**src/mem_port_map.svh**
```systemverilog
`ifndef MEM_PORT_MAP_SVH
`define MEM_PORT_MAP_SVH
`define WBUF_DEPTH      4
`define PEND_DEPTH      4
`define TGT_L1D         2'h0
`define TGT_L1P         2'h1
`define TGT_L2          2'h2
`define TGT_CFG         2'h3
`define OUT_ALLOC       2'h0
`define OUT_WBACK       2'h1
`define OUT_NC_READ     2'h2
`define OUT_NC_WRITE    2'h3
`endif

```
**src/mem_port_pkg.sv**
```systemverilog
package mem_port_pkg;
   typedef logic [31:0] word_t;
   typedef logic [1:0]  target_t;
   typedef logic [1:0]  out_kind_t;
   typedef enum logic [1:0] {SRC_NONE, SRC_SLAVE, SRC_CORE_INTERNAL_DMA} src_t;
endpackage

```
**src/wbuf_if.sv**
```systemverilog
`timescale 1ns/100ps
interface wbuf_if;
   logic             push_valid;
   logic             push_ready;
   logic [63:0]      push_data;
   logic             pop_valid;
   logic             pop_ready;
   logic [63:0]      pop_data;
   logic             full;
   modport owner (output push_valid, push_data, pop_ready,
                  input  push_ready, pop_valid, pop_data, full);
   modport buffer (input  push_valid, push_data, pop_ready,
                   output push_ready, pop_valid, pop_data, full);
endinterface

```
**src/nc_write_buffer.sv**
```systemverilog
`timescale 1ns/100ps
`include "mem_port_map.svh"
module nc_write_buffer #(
   parameter int DEPTH = `WBUF_DEPTH
) (
   input wire logic ref_clk,
   input wire logic rst_n,
   wbuf_if.buffer   wb
);
   import mem_port_pkg::*;
   localparam int AW = $clog2(DEPTH);
   typedef struct packed {
      logic [DEPTH-1:0][63:0] mem;
      logic [AW-1:0]          wr;
      logic [AW-1:0]          rd;
      logic [AW:0]            cnt;
   } wb_state_t;
   wb_state_t s_q;
   wb_state_t s_d;
   logic push;
   logic pop;
   always_comb
   begin
      s_d  = s_q;
      pop  = wb.pop_ready && (s_q.cnt != '0);
      push = wb.push_valid && (s_q.cnt != (AW+1)'(DEPTH));
      if (push)
      begin
         s_d.mem[s_q.wr] = wb.push_data;
         s_d.wr = (s_q.wr == AW'(DEPTH-1)) ? '0 : s_q.wr + 1'b1;
      end
      if (pop)
         s_d.rd = (s_q.rd == AW'(DEPTH-1)) ? '0 : s_q.rd + 1'b1;
      s_d.cnt = s_q.cnt + (AW+1)'(push) - (AW+1)'(pop);
   end
   always_ff @(posedge ref_clk or negedge rst_n)
   begin
      if (!rst_n)
         s_q <= '0;
      else
         s_q <= s_d;
   end
   assign wb.push_ready = (s_q.cnt != (AW+1)'(DEPTH));
   assign wb.full       = (s_q.cnt == (AW+1)'(DEPTH));
   assign wb.pop_valid  = (s_q.cnt != '0);
   assign wb.pop_data   = s_q.mem[s_q.rd];
endmodule

```
**src/mem_port_arbiter.sv**
```systemverilog
`timescale 1ns/100ps
`include "mem_port_map.svh"
module mem_port_arbiter #(
   parameter int PEND = `PEND_DEPTH
) (
   // clock and reset
   input  wire logic                  ref_clk,
   input  wire logic                  reset_n,
   // configuration
   input  wire logic                  l2_all_cache,
   // core non-cacheable / cache requests toward outbound port
   input  wire logic                  core_valid,
   input  wire mem_port_pkg::out_kind_t core_kind,
   input  wire mem_port_pkg::word_t   core_addr,
   input  wire mem_port_pkg::word_t   core_wdata,
   output logic                       core_ready,
   // first-level data cache victims
   input  wire logic                  l1d_victim_valid,
   input  wire mem_port_pkg::word_t   l1d_victim_addr,
   output logic                       l1d_victim_ready,
   // second-level cache victims
   input  wire logic                  l2_victim_valid,
   input  wire mem_port_pkg::word_t   l2_victim_addr,
   output logic                       l2_victim_ready,
   // inbound slave port
   input  wire logic                  slv_valid,
   input  wire mem_port_pkg::target_t slv_target,
   output logic                       slv_ready,
   // internal dma
   input  wire logic                  core_internal_dma_valid,
   input  wire mem_port_pkg::target_t core_internal_dma_target,
   output logic                       core_internal_dma_ready,
   // second-level memory completion of queued accesses
   input  wire logic                  l2_done,
   // internal memory access toward first/second level
   output logic                       mem_valid,
   output mem_port_pkg::target_t      mem_target,
   output mem_port_pkg::src_t         mem_src,
   // l1d victim delivered to second level
   output logic                       l2_fill_valid,
   output mem_port_pkg::word_t        l2_fill_addr,
   // outbound master port
   output logic                       out_valid,
   output mem_port_pkg::out_kind_t    out_kind,
   output mem_port_pkg::word_t        out_addr,
   output mem_port_pkg::word_t        out_wdata,
   input  wire logic                  out_ready,
   output logic [$clog2(PEND+1)-1:0]  out_pending,
   input  wire logic                  out_resp
);
   import mem_port_pkg::*;
   localparam int PW = $clog2(PEND+1);

   // ==================================================
   // reset release
   logic [1:0] rst_sync_q;
   always_ff @(posedge ref_clk or negedge reset_n)
   begin
      if (!reset_n)
         rst_sync_q <= 2'h0;
      else
         rst_sync_q <= {rst_sync_q[0], 1'h1};
   end
   wire rst_n = rst_sync_q[1];

   // ==================================================
   // non-cacheable write buffer
   wbuf_if wb ();
   nc_write_buffer #(.DEPTH(`WBUF_DEPTH)) u_wbuf (
      .ref_clk (ref_clk),
      .rst_n   (rst_n),
      .wb      (wb.buffer)
   );

   function automatic logic is_l2(input target_t t);
      is_l2 = (t == `TGT_L2);
   endfunction

   typedef enum logic [1:0] {OUT_IDLE, OUT_BUSY} out_st_t;

   typedef struct packed {
      logic          out_valid;
      out_kind_t     out_kind;
      word_t         out_addr;
      word_t         out_wdata;
      logic          from_wbuf;
      out_st_t       ost;
      logic [PW-1:0] pend;
      logic [PW-1:0] l2_q;
      logic          mem_valid;
      target_t       mem_target;
      src_t          mem_src;
      logic          l2_fill_valid;
      word_t         l2_fill_addr;
      logic          core_ready;
      logic          l1d_victim_ready;
      logic          l2_victim_ready;
      logic          slv_ready;
      logic          core_internal_dma_ready;
   } st_t;
   st_t s_q;
   st_t s_d;

   logic block_dma;
   logic slv_stall;
   logic core_internal_dma_stall;
   logic nc_wr;
   logic take_core;
   logic take_l2v;
   logic take_slv;
   logic take_core_internal_dma;
   logic l2_access;

   // ==================================================
   // arbitration
   always_comb
   begin
      s_d = s_q;
      wb.pop_ready  = 1'b0;
      wb.push_valid = 1'b0;
      wb.push_data  = {core_addr, core_wdata};
      take_core = 1'b0;
      take_l2v  = 1'b0;
      take_slv  = 1'b0;
      take_core_internal_dma = 1'b0;
      l2_access = 1'b0;
      nc_wr = core_valid && (core_kind == `OUT_NC_WRITE);
      // extra blocking only when second level is partly ram; all cache never blocks
      block_dma = wb.full && !l2_all_cache;
      // first-level access stalls on block_dma and behind queued second-level ones
      slv_stall  = block_dma || (s_q.l2_q != '0 && !is_l2(slv_target))
                   || (is_l2(slv_target) && s_q.l2_q == PW'(PEND));
      // internal dma never waits on outbound traffic beyond the buffer,
      // so it cannot close a loop through the interconnect
      core_internal_dma_stall = block_dma || (s_q.l2_q != '0 && !is_l2(core_internal_dma_target))
                   || (is_l2(core_internal_dma_target) && s_q.l2_q == PW'(PEND));
      // l1d victims always land in second level, never outbound
      s_d.l2_fill_valid    = l1d_victim_valid;
      s_d.l2_fill_addr     = l1d_victim_addr;
      s_d.l1d_victim_ready = 1'b1;
      // slave port first, core_internal_dma shares the same single access slot
      s_d.mem_valid = 1'b0;
      if (slv_valid && !slv_stall && !s_q.slv_ready)
      begin
         take_slv = 1'b1;
         s_d.mem_valid  = 1'b1;
         s_d.mem_target = slv_target;
         s_d.mem_src    = SRC_SLAVE;
         l2_access      = is_l2(slv_target) && !l2_all_cache;
      end
      else if (core_internal_dma_valid && !core_internal_dma_stall && !s_q.core_internal_dma_ready)
      begin
         take_core_internal_dma = 1'b1;
         s_d.mem_valid  = 1'b1;
         s_d.mem_target = core_internal_dma_target;
         s_d.mem_src    = SRC_CORE_INTERNAL_DMA;
         l2_access      = is_l2(core_internal_dma_target) && !l2_all_cache;
      end
      else
         s_d.mem_src = SRC_NONE;
      s_d.slv_ready  = take_slv;
      s_d.core_internal_dma_ready = take_core_internal_dma;
      s_d.l2_q = s_q.l2_q + PW'(l2_access) - PW'(l2_done && s_q.l2_q != '0);
      // core non-cacheable writes go through the buffer
      if (nc_wr && wb.push_ready && !s_q.core_ready)
      begin
         wb.push_valid = 1'b1;
         take_core = 1'b1;
      end
      // outbound launch; a buffered write keeps its entry until the far side takes it,
      // so the write in flight still counts against the four
      if (s_q.out_valid && out_ready)
      begin
         s_d.out_valid = 1'b0;
         s_d.from_wbuf = 1'b0;
         wb.pop_ready  = s_q.from_wbuf;
      end
      if (!s_d.out_valid && s_q.pend != PW'(PEND))
      begin
         if (l2_victim_valid && !s_q.l2_victim_ready)
         begin
            take_l2v = 1'b1;
            s_d.out_valid = 1'b1;
            s_d.out_kind  = `OUT_WBACK;
            s_d.out_addr  = l2_victim_addr;
            s_d.out_wdata = '0;
         end
         else if (wb.pop_valid && !wb.pop_ready)
         begin
            s_d.from_wbuf = 1'b1;
            s_d.out_valid = 1'b1;
            s_d.out_kind  = `OUT_NC_WRITE;
            s_d.out_addr  = wb.pop_data[63:32];
            s_d.out_wdata = wb.pop_data[31:0];
         end
         // buffered writes leave first, so a later load never passes them
         else if (core_valid && !nc_wr && !s_q.core_ready && !wb.pop_valid)
         begin
            take_core = 1'b1;
            s_d.out_valid = 1'b1;
            s_d.out_kind  = core_kind;
            s_d.out_addr  = core_addr;
            s_d.out_wdata = core_wdata;
         end
      end
      s_d.pend = s_q.pend + PW'(s_q.out_valid && out_ready) - PW'(out_resp && s_q.pend != '0);
      s_d.core_ready      = take_core;
      s_d.l2_victim_ready = take_l2v;
      case (s_q.ost)
         OUT_IDLE: s_d.ost = s_d.out_valid ? OUT_BUSY : OUT_IDLE;
         OUT_BUSY: s_d.ost = s_d.out_valid ? OUT_BUSY : OUT_IDLE;
         default:  s_d.ost = OUT_IDLE;
      endcase
   end

   always_ff @(posedge ref_clk or negedge rst_n)
   begin
      if (!rst_n)
         s_q <= '0;
      else
         s_q <= s_d;
   end

   // ==================================================
   // outputs
   assign core_ready       = s_q.core_ready;
   assign l1d_victim_ready = s_q.l1d_victim_ready;
   assign l2_victim_ready  = s_q.l2_victim_ready;
   assign slv_ready        = s_q.slv_ready;
   assign core_internal_dma_ready       = s_q.core_internal_dma_ready;
   assign mem_valid        = s_q.mem_valid;
   assign mem_target       = s_q.mem_target;
   assign mem_src          = s_q.mem_src;
   assign l2_fill_valid    = s_q.l2_fill_valid;
   assign l2_fill_addr     = s_q.l2_fill_addr;
   assign out_valid        = s_q.out_valid;
   assign out_kind         = s_q.out_kind;
   assign out_addr         = s_q.out_addr;
   assign out_wdata        = s_q.out_wdata;
   assign out_pending      = s_q.pend;
endmodule

```
**config.mk**
```make
export PLATFORM = sky130hd
export DESIGN_NAME = mem_port_arbiter
export DESIGN_NICKNAME = d
export VERILOG_FILES = /design/src/mem_port_pkg.sv /design/src/wbuf_if.sv /design/src/nc_write_buffer.sv /design/src/mem_port_arbiter.sv
export VERILOG_INCLUDE_DIRS = /design/src /design/src/src
export SDC_FILE = /design/constraint.sdc
export NUM_CORES = 1
export LEC_CHECK = 0
export ABC_AREA = 1
export BUFFER_PORTS_ARGS = -buffer_cell sky130_fd_sc_hd__buf_2
export CORE_MARGIN = 3
export CORE_UTILIZATION = 55
export CTS_CLUSTER_SIZE = 8
export DETAILED_ROUTE_END_ITERATION = 7
export HOLD_SLACK_MARGIN = 0.12
export PLACE_DENSITY = 0.83
export REMOVE_ABC_BUFFERS = 1
export SLEW_MARGIN = 20
export SYNTH_ARGS = -nofsm -noshare
export SYNTH_HDL_FRONTEND = slang
export SYNTH_SLANG_ARGS = --single-unit
export TNS_END_PERCENT = 10
```
**constraint.sdc**
```tcl
create_clock -name ref_clk -period 13.15 [get_ports ref_clk]
set_input_delay 0.6575 -clock ref_clk [delete_from_list [all_inputs] [get_ports ref_clk]]
set_output_delay 0.6575 -clock ref_clk [all_outputs]
set_load 0.01 [all_outputs]
```
==> summary.txt <==
Worst setup path
  • WS Path Type: reg2reg
  • Critical path launch point type: flop
  • Max FO, Critical Path: 66
  • CP arrival: 4.82 ns
  • Crit. End Element: flop
  • CP Data Required Time: 13.56 ns
  • Internal reg-to-reg setup slack: 8.74 ns

Clocking
  • Post-CTS Setup Bufs: 0
  • H-tree Lvls: 2
  • TritonCTS clock tree: done
  • CTS Buf Count: 53
  • Clock Root Buffer: clkbuf_16
  • Worst-path clk slew: 0.05 ns
  • Clk sinks: 380
  • Worst-Skew Late Latency: 0.54 ns
  • CTS Buffer Depth: 3

Timing
  • Final hold vios: 0
  • Slew @ Worst Pin: 1.07 ns
  • Final setup vio count: 0
  • Setup TNS Final: 0 ns
  • Worst clock skew: 0.0148 ns
  • Highest Clock Rate: 227 MHz
  • Pins Over Slew Limit: 0
  • Worst slew margin: 29.0%
  • Tcrit/Tclk final: 33.6%
  • Minimum clock period: 4.41 ns
  • Final hold slack: 0.218 ns
  • RSZ-0062 raised after global routing: false

Power
  • P_int: 2.99 mW
  • Clock power share: 23.1%
  • Worst vdd ir: 167 uV
  • Total chip power: 5.06 mW
  • Net Sw Frac: 41.0%
  • Logic gate share of total power: 37.1%
  • P_sw: 2.07 mW
  • Power Density: 247 nW/um^2
  • Seq pwr share: 39.7%
  • P_leak: 10.6 nW

Routing
  • Post-Route WL: 52,200 um
  • Drt pass-1 iters: 6
  • Antenna viol nets, final: 0
  • Via-to-Cell Ratio: 5.73
  • Detailed-route DRC error count: 0
  • Initial DRC count: 2,160
  • Drt wl/cell: 18.0 um
  • Vias: 16,626

Floorplan
  • Core region area: 32,900 um^2
  • Total die area: 35,900 um^2
  • DIE HEIGHT: 189 um
  • Num rows: 66
  • Ports: 258
  • DIE WIDTH: 189 um
  • Initial core utilization: 56.3%

Synth
  • Syn Std Cell Area: 18,500 um^2
  • Multiplexer share of the synthesized area: 0%
  • Area fraction of the dominant cell type after synthesis: 51.4%
  • Largest family of logic cells by synthesized area: simple AND/OR/NAND/NOR gates
  • Synth Area per Inst: 7.75 um^2
  • Asr flop ratio synth: 100%
  • Largest cells by area after synthesis: dfrtp_1 (51%), nand2_1 (21%), o21ai_0 (7.2%)
  • Number of flops mapped to enable cells by yosys: 0
  • Synth Area in Simple Gates: 30.0%
  • Adder-cell share of the synthesized area: 1.07%
  • Yosys warns: 0
  • Synthesis-stage register bit count: 380
  • Sequential area share after synthesis: 51.4%
  • Synth Area in Compound Gates: 8.27%
  • Post-synth cell types: 28
  • Commonest register cell after synthesis: dfrtp_1
  • Gate Count Post-Synth: 2,387
  • Post-synth top area cell: dfrtp_1
  • XOR/XNOR Fraction of Synth Area: 0.284%

Status
  • Status: finished clean

Place
  • GPL Wtd Cong: 0.836
  • Port bufs: 257
  • Placed Cells: 2,837
  • HPWL Detailed: 28,400 um

Final layout
  • Final nets: 2,610
  • P&R area growth vs syn: 10.6%
  • Post-Route Utilization: 62.3%
  • Final non-filler cell total: 2,903
  • Layout cells sized above 1: 14.5%

GRT
  • Pin count of the biggest net entering global routing: 190
  • Vias in the first global route: 16,411
  • Total Routing Usage GR: 28.5%
  • Grt ovf: 0
  • Initial antenna violation count: 9
  • First-pass GRT wire length: 83,500 um

Job
  • Max Cap Violations: 0

Min path
  • Hold Path Class: in2reg
-- Yosys cell counts (2+ instances only) --
master	number
buf_4	105
o21ai_0	266
buf_6	5
clkinv_1	3
inv_1	36
nand4_1	31
nand2_2	5
nor2_2	3
ha_1	11
nor2_1	55
xnor2_1	5
nand2_1	1041
nor3_1	2
inv_2	2
clkbuf_1	92
buf_2	45
nand3_1	234
buf_1	23
a21oi_1	33
dfrtp_1	380
fa_1	3
-- through the flow --
step	worst slack, ns	cell area, um^2
after global placement	8.72	19100
after floorplan	1.77	17000
after global routing	8.49	20500
after CTS	8.79	20400
final	8.74	20500
after detailed placement	8.58	19100
-- final timing paths --
path                               endpoint          startpoint  cells past startpoint
setup / recovery                out_kind[1]       u_wbuf.s_q[1]                     10
hold / removal              l2_fill_addr[2]  l1d_victim_addr[2]                      1
setup reg to reg                out_kind[1]       u_wbuf.s_q[1]                     10
hold reg to reg            l2_fill_addr[20]       rst_sync_q[1]                      0
max in group asynchronous     u_wbuf.s_q[4]       rst_sync_q[1]                      2
min in group asynchronous  l2_fill_addr[20]       rst_sync_q[1]                      0
-- power groups by stage --
stage / Clock [mW] / Sequential (mW) / Combinational (mW)
after floorplan: 0 / 2.00 / 1.18
after global placement: 0 / 1.99 / 1.77
after detailed placement: 0 / 2.01 / 1.85
after CTS: 1.18 / 2.00 / 1.86
after global routing: 1.24 / 2.06 / 2.11
final: 1.17 / 2.01 / 1.88
-- registers in the layout (all words and copies together), names as in the netlist, 2 cells and up --
register,cells
u_wbuf.s_q,263
l2_fill_addr,32
out_addr,32
out_wdata,32
s_q,4
out_pending,3
mem_target,2
out_kind,2
rst_sync_q,2
-- layout make-up --
class	count	area, um^2
Clock buffer	58	1360
Inverter	41	159
Tap cell	442	553
Antenna cell	7	17.5
Timing Repair Buffer	278	1460
Fill cell	2845	12400
Multi-Input combinational cell	1697	7390
Sequential cell	380	9520
-- metal layers --
metal,share of wire [%],vias to the layer above,track usage (%)
li1,-,7651,-
met1,40,7932,37.8
met2,48,902,46.4
met3,9.8,135,6.17
met4,2.6,6,10.5
met5,0.079,-,0
-- placed cells by master, fill, tap and decap left out, drive strengths merged --
cell type / n
conb: 2
dfrtp: 380
o31a: 1
nor3: 2
inv: 41
a21oi: 34
nand4: 31
a22o: 1
dlygate4sd3: 1
buf: 277
fa: 3
clkbuf: 58
diode: 7
xor2: 1
nand3b: 1
nor2: 58
ha: 11
nand3: 234
o21ai: 266
nand2: 1047
xnor2: 5
-- repair_timing --
action | in CTS | in global routing
endpoints found under the hold margin | 2 | 0
hold buffers | 1 | 0
gates resized for setup | 0 | 0
-- critical path, stage by stage, from the launching register on --
cell	delay [ns]
dfrtp_1	0.42
nor2_2	0.17
nand2_2	0.11
nor2_4	0.10
buf_4	0.70
nand2_2	0.74
nand2_2	0.87
inv_2	0.50
buf_4	0.40
nand2_1	0.11
o21ai_0	0.09
-- kinds of logic after synthesis --
group	after synthesis
and+or+nand+nor	1373
DFF	380
buffers and inverters	311
AOI/OAI and AO/OA	302
adders and majority gates	14
xor gates and xnor gates	6
other	1
Power figures use the tool's default switching activity.
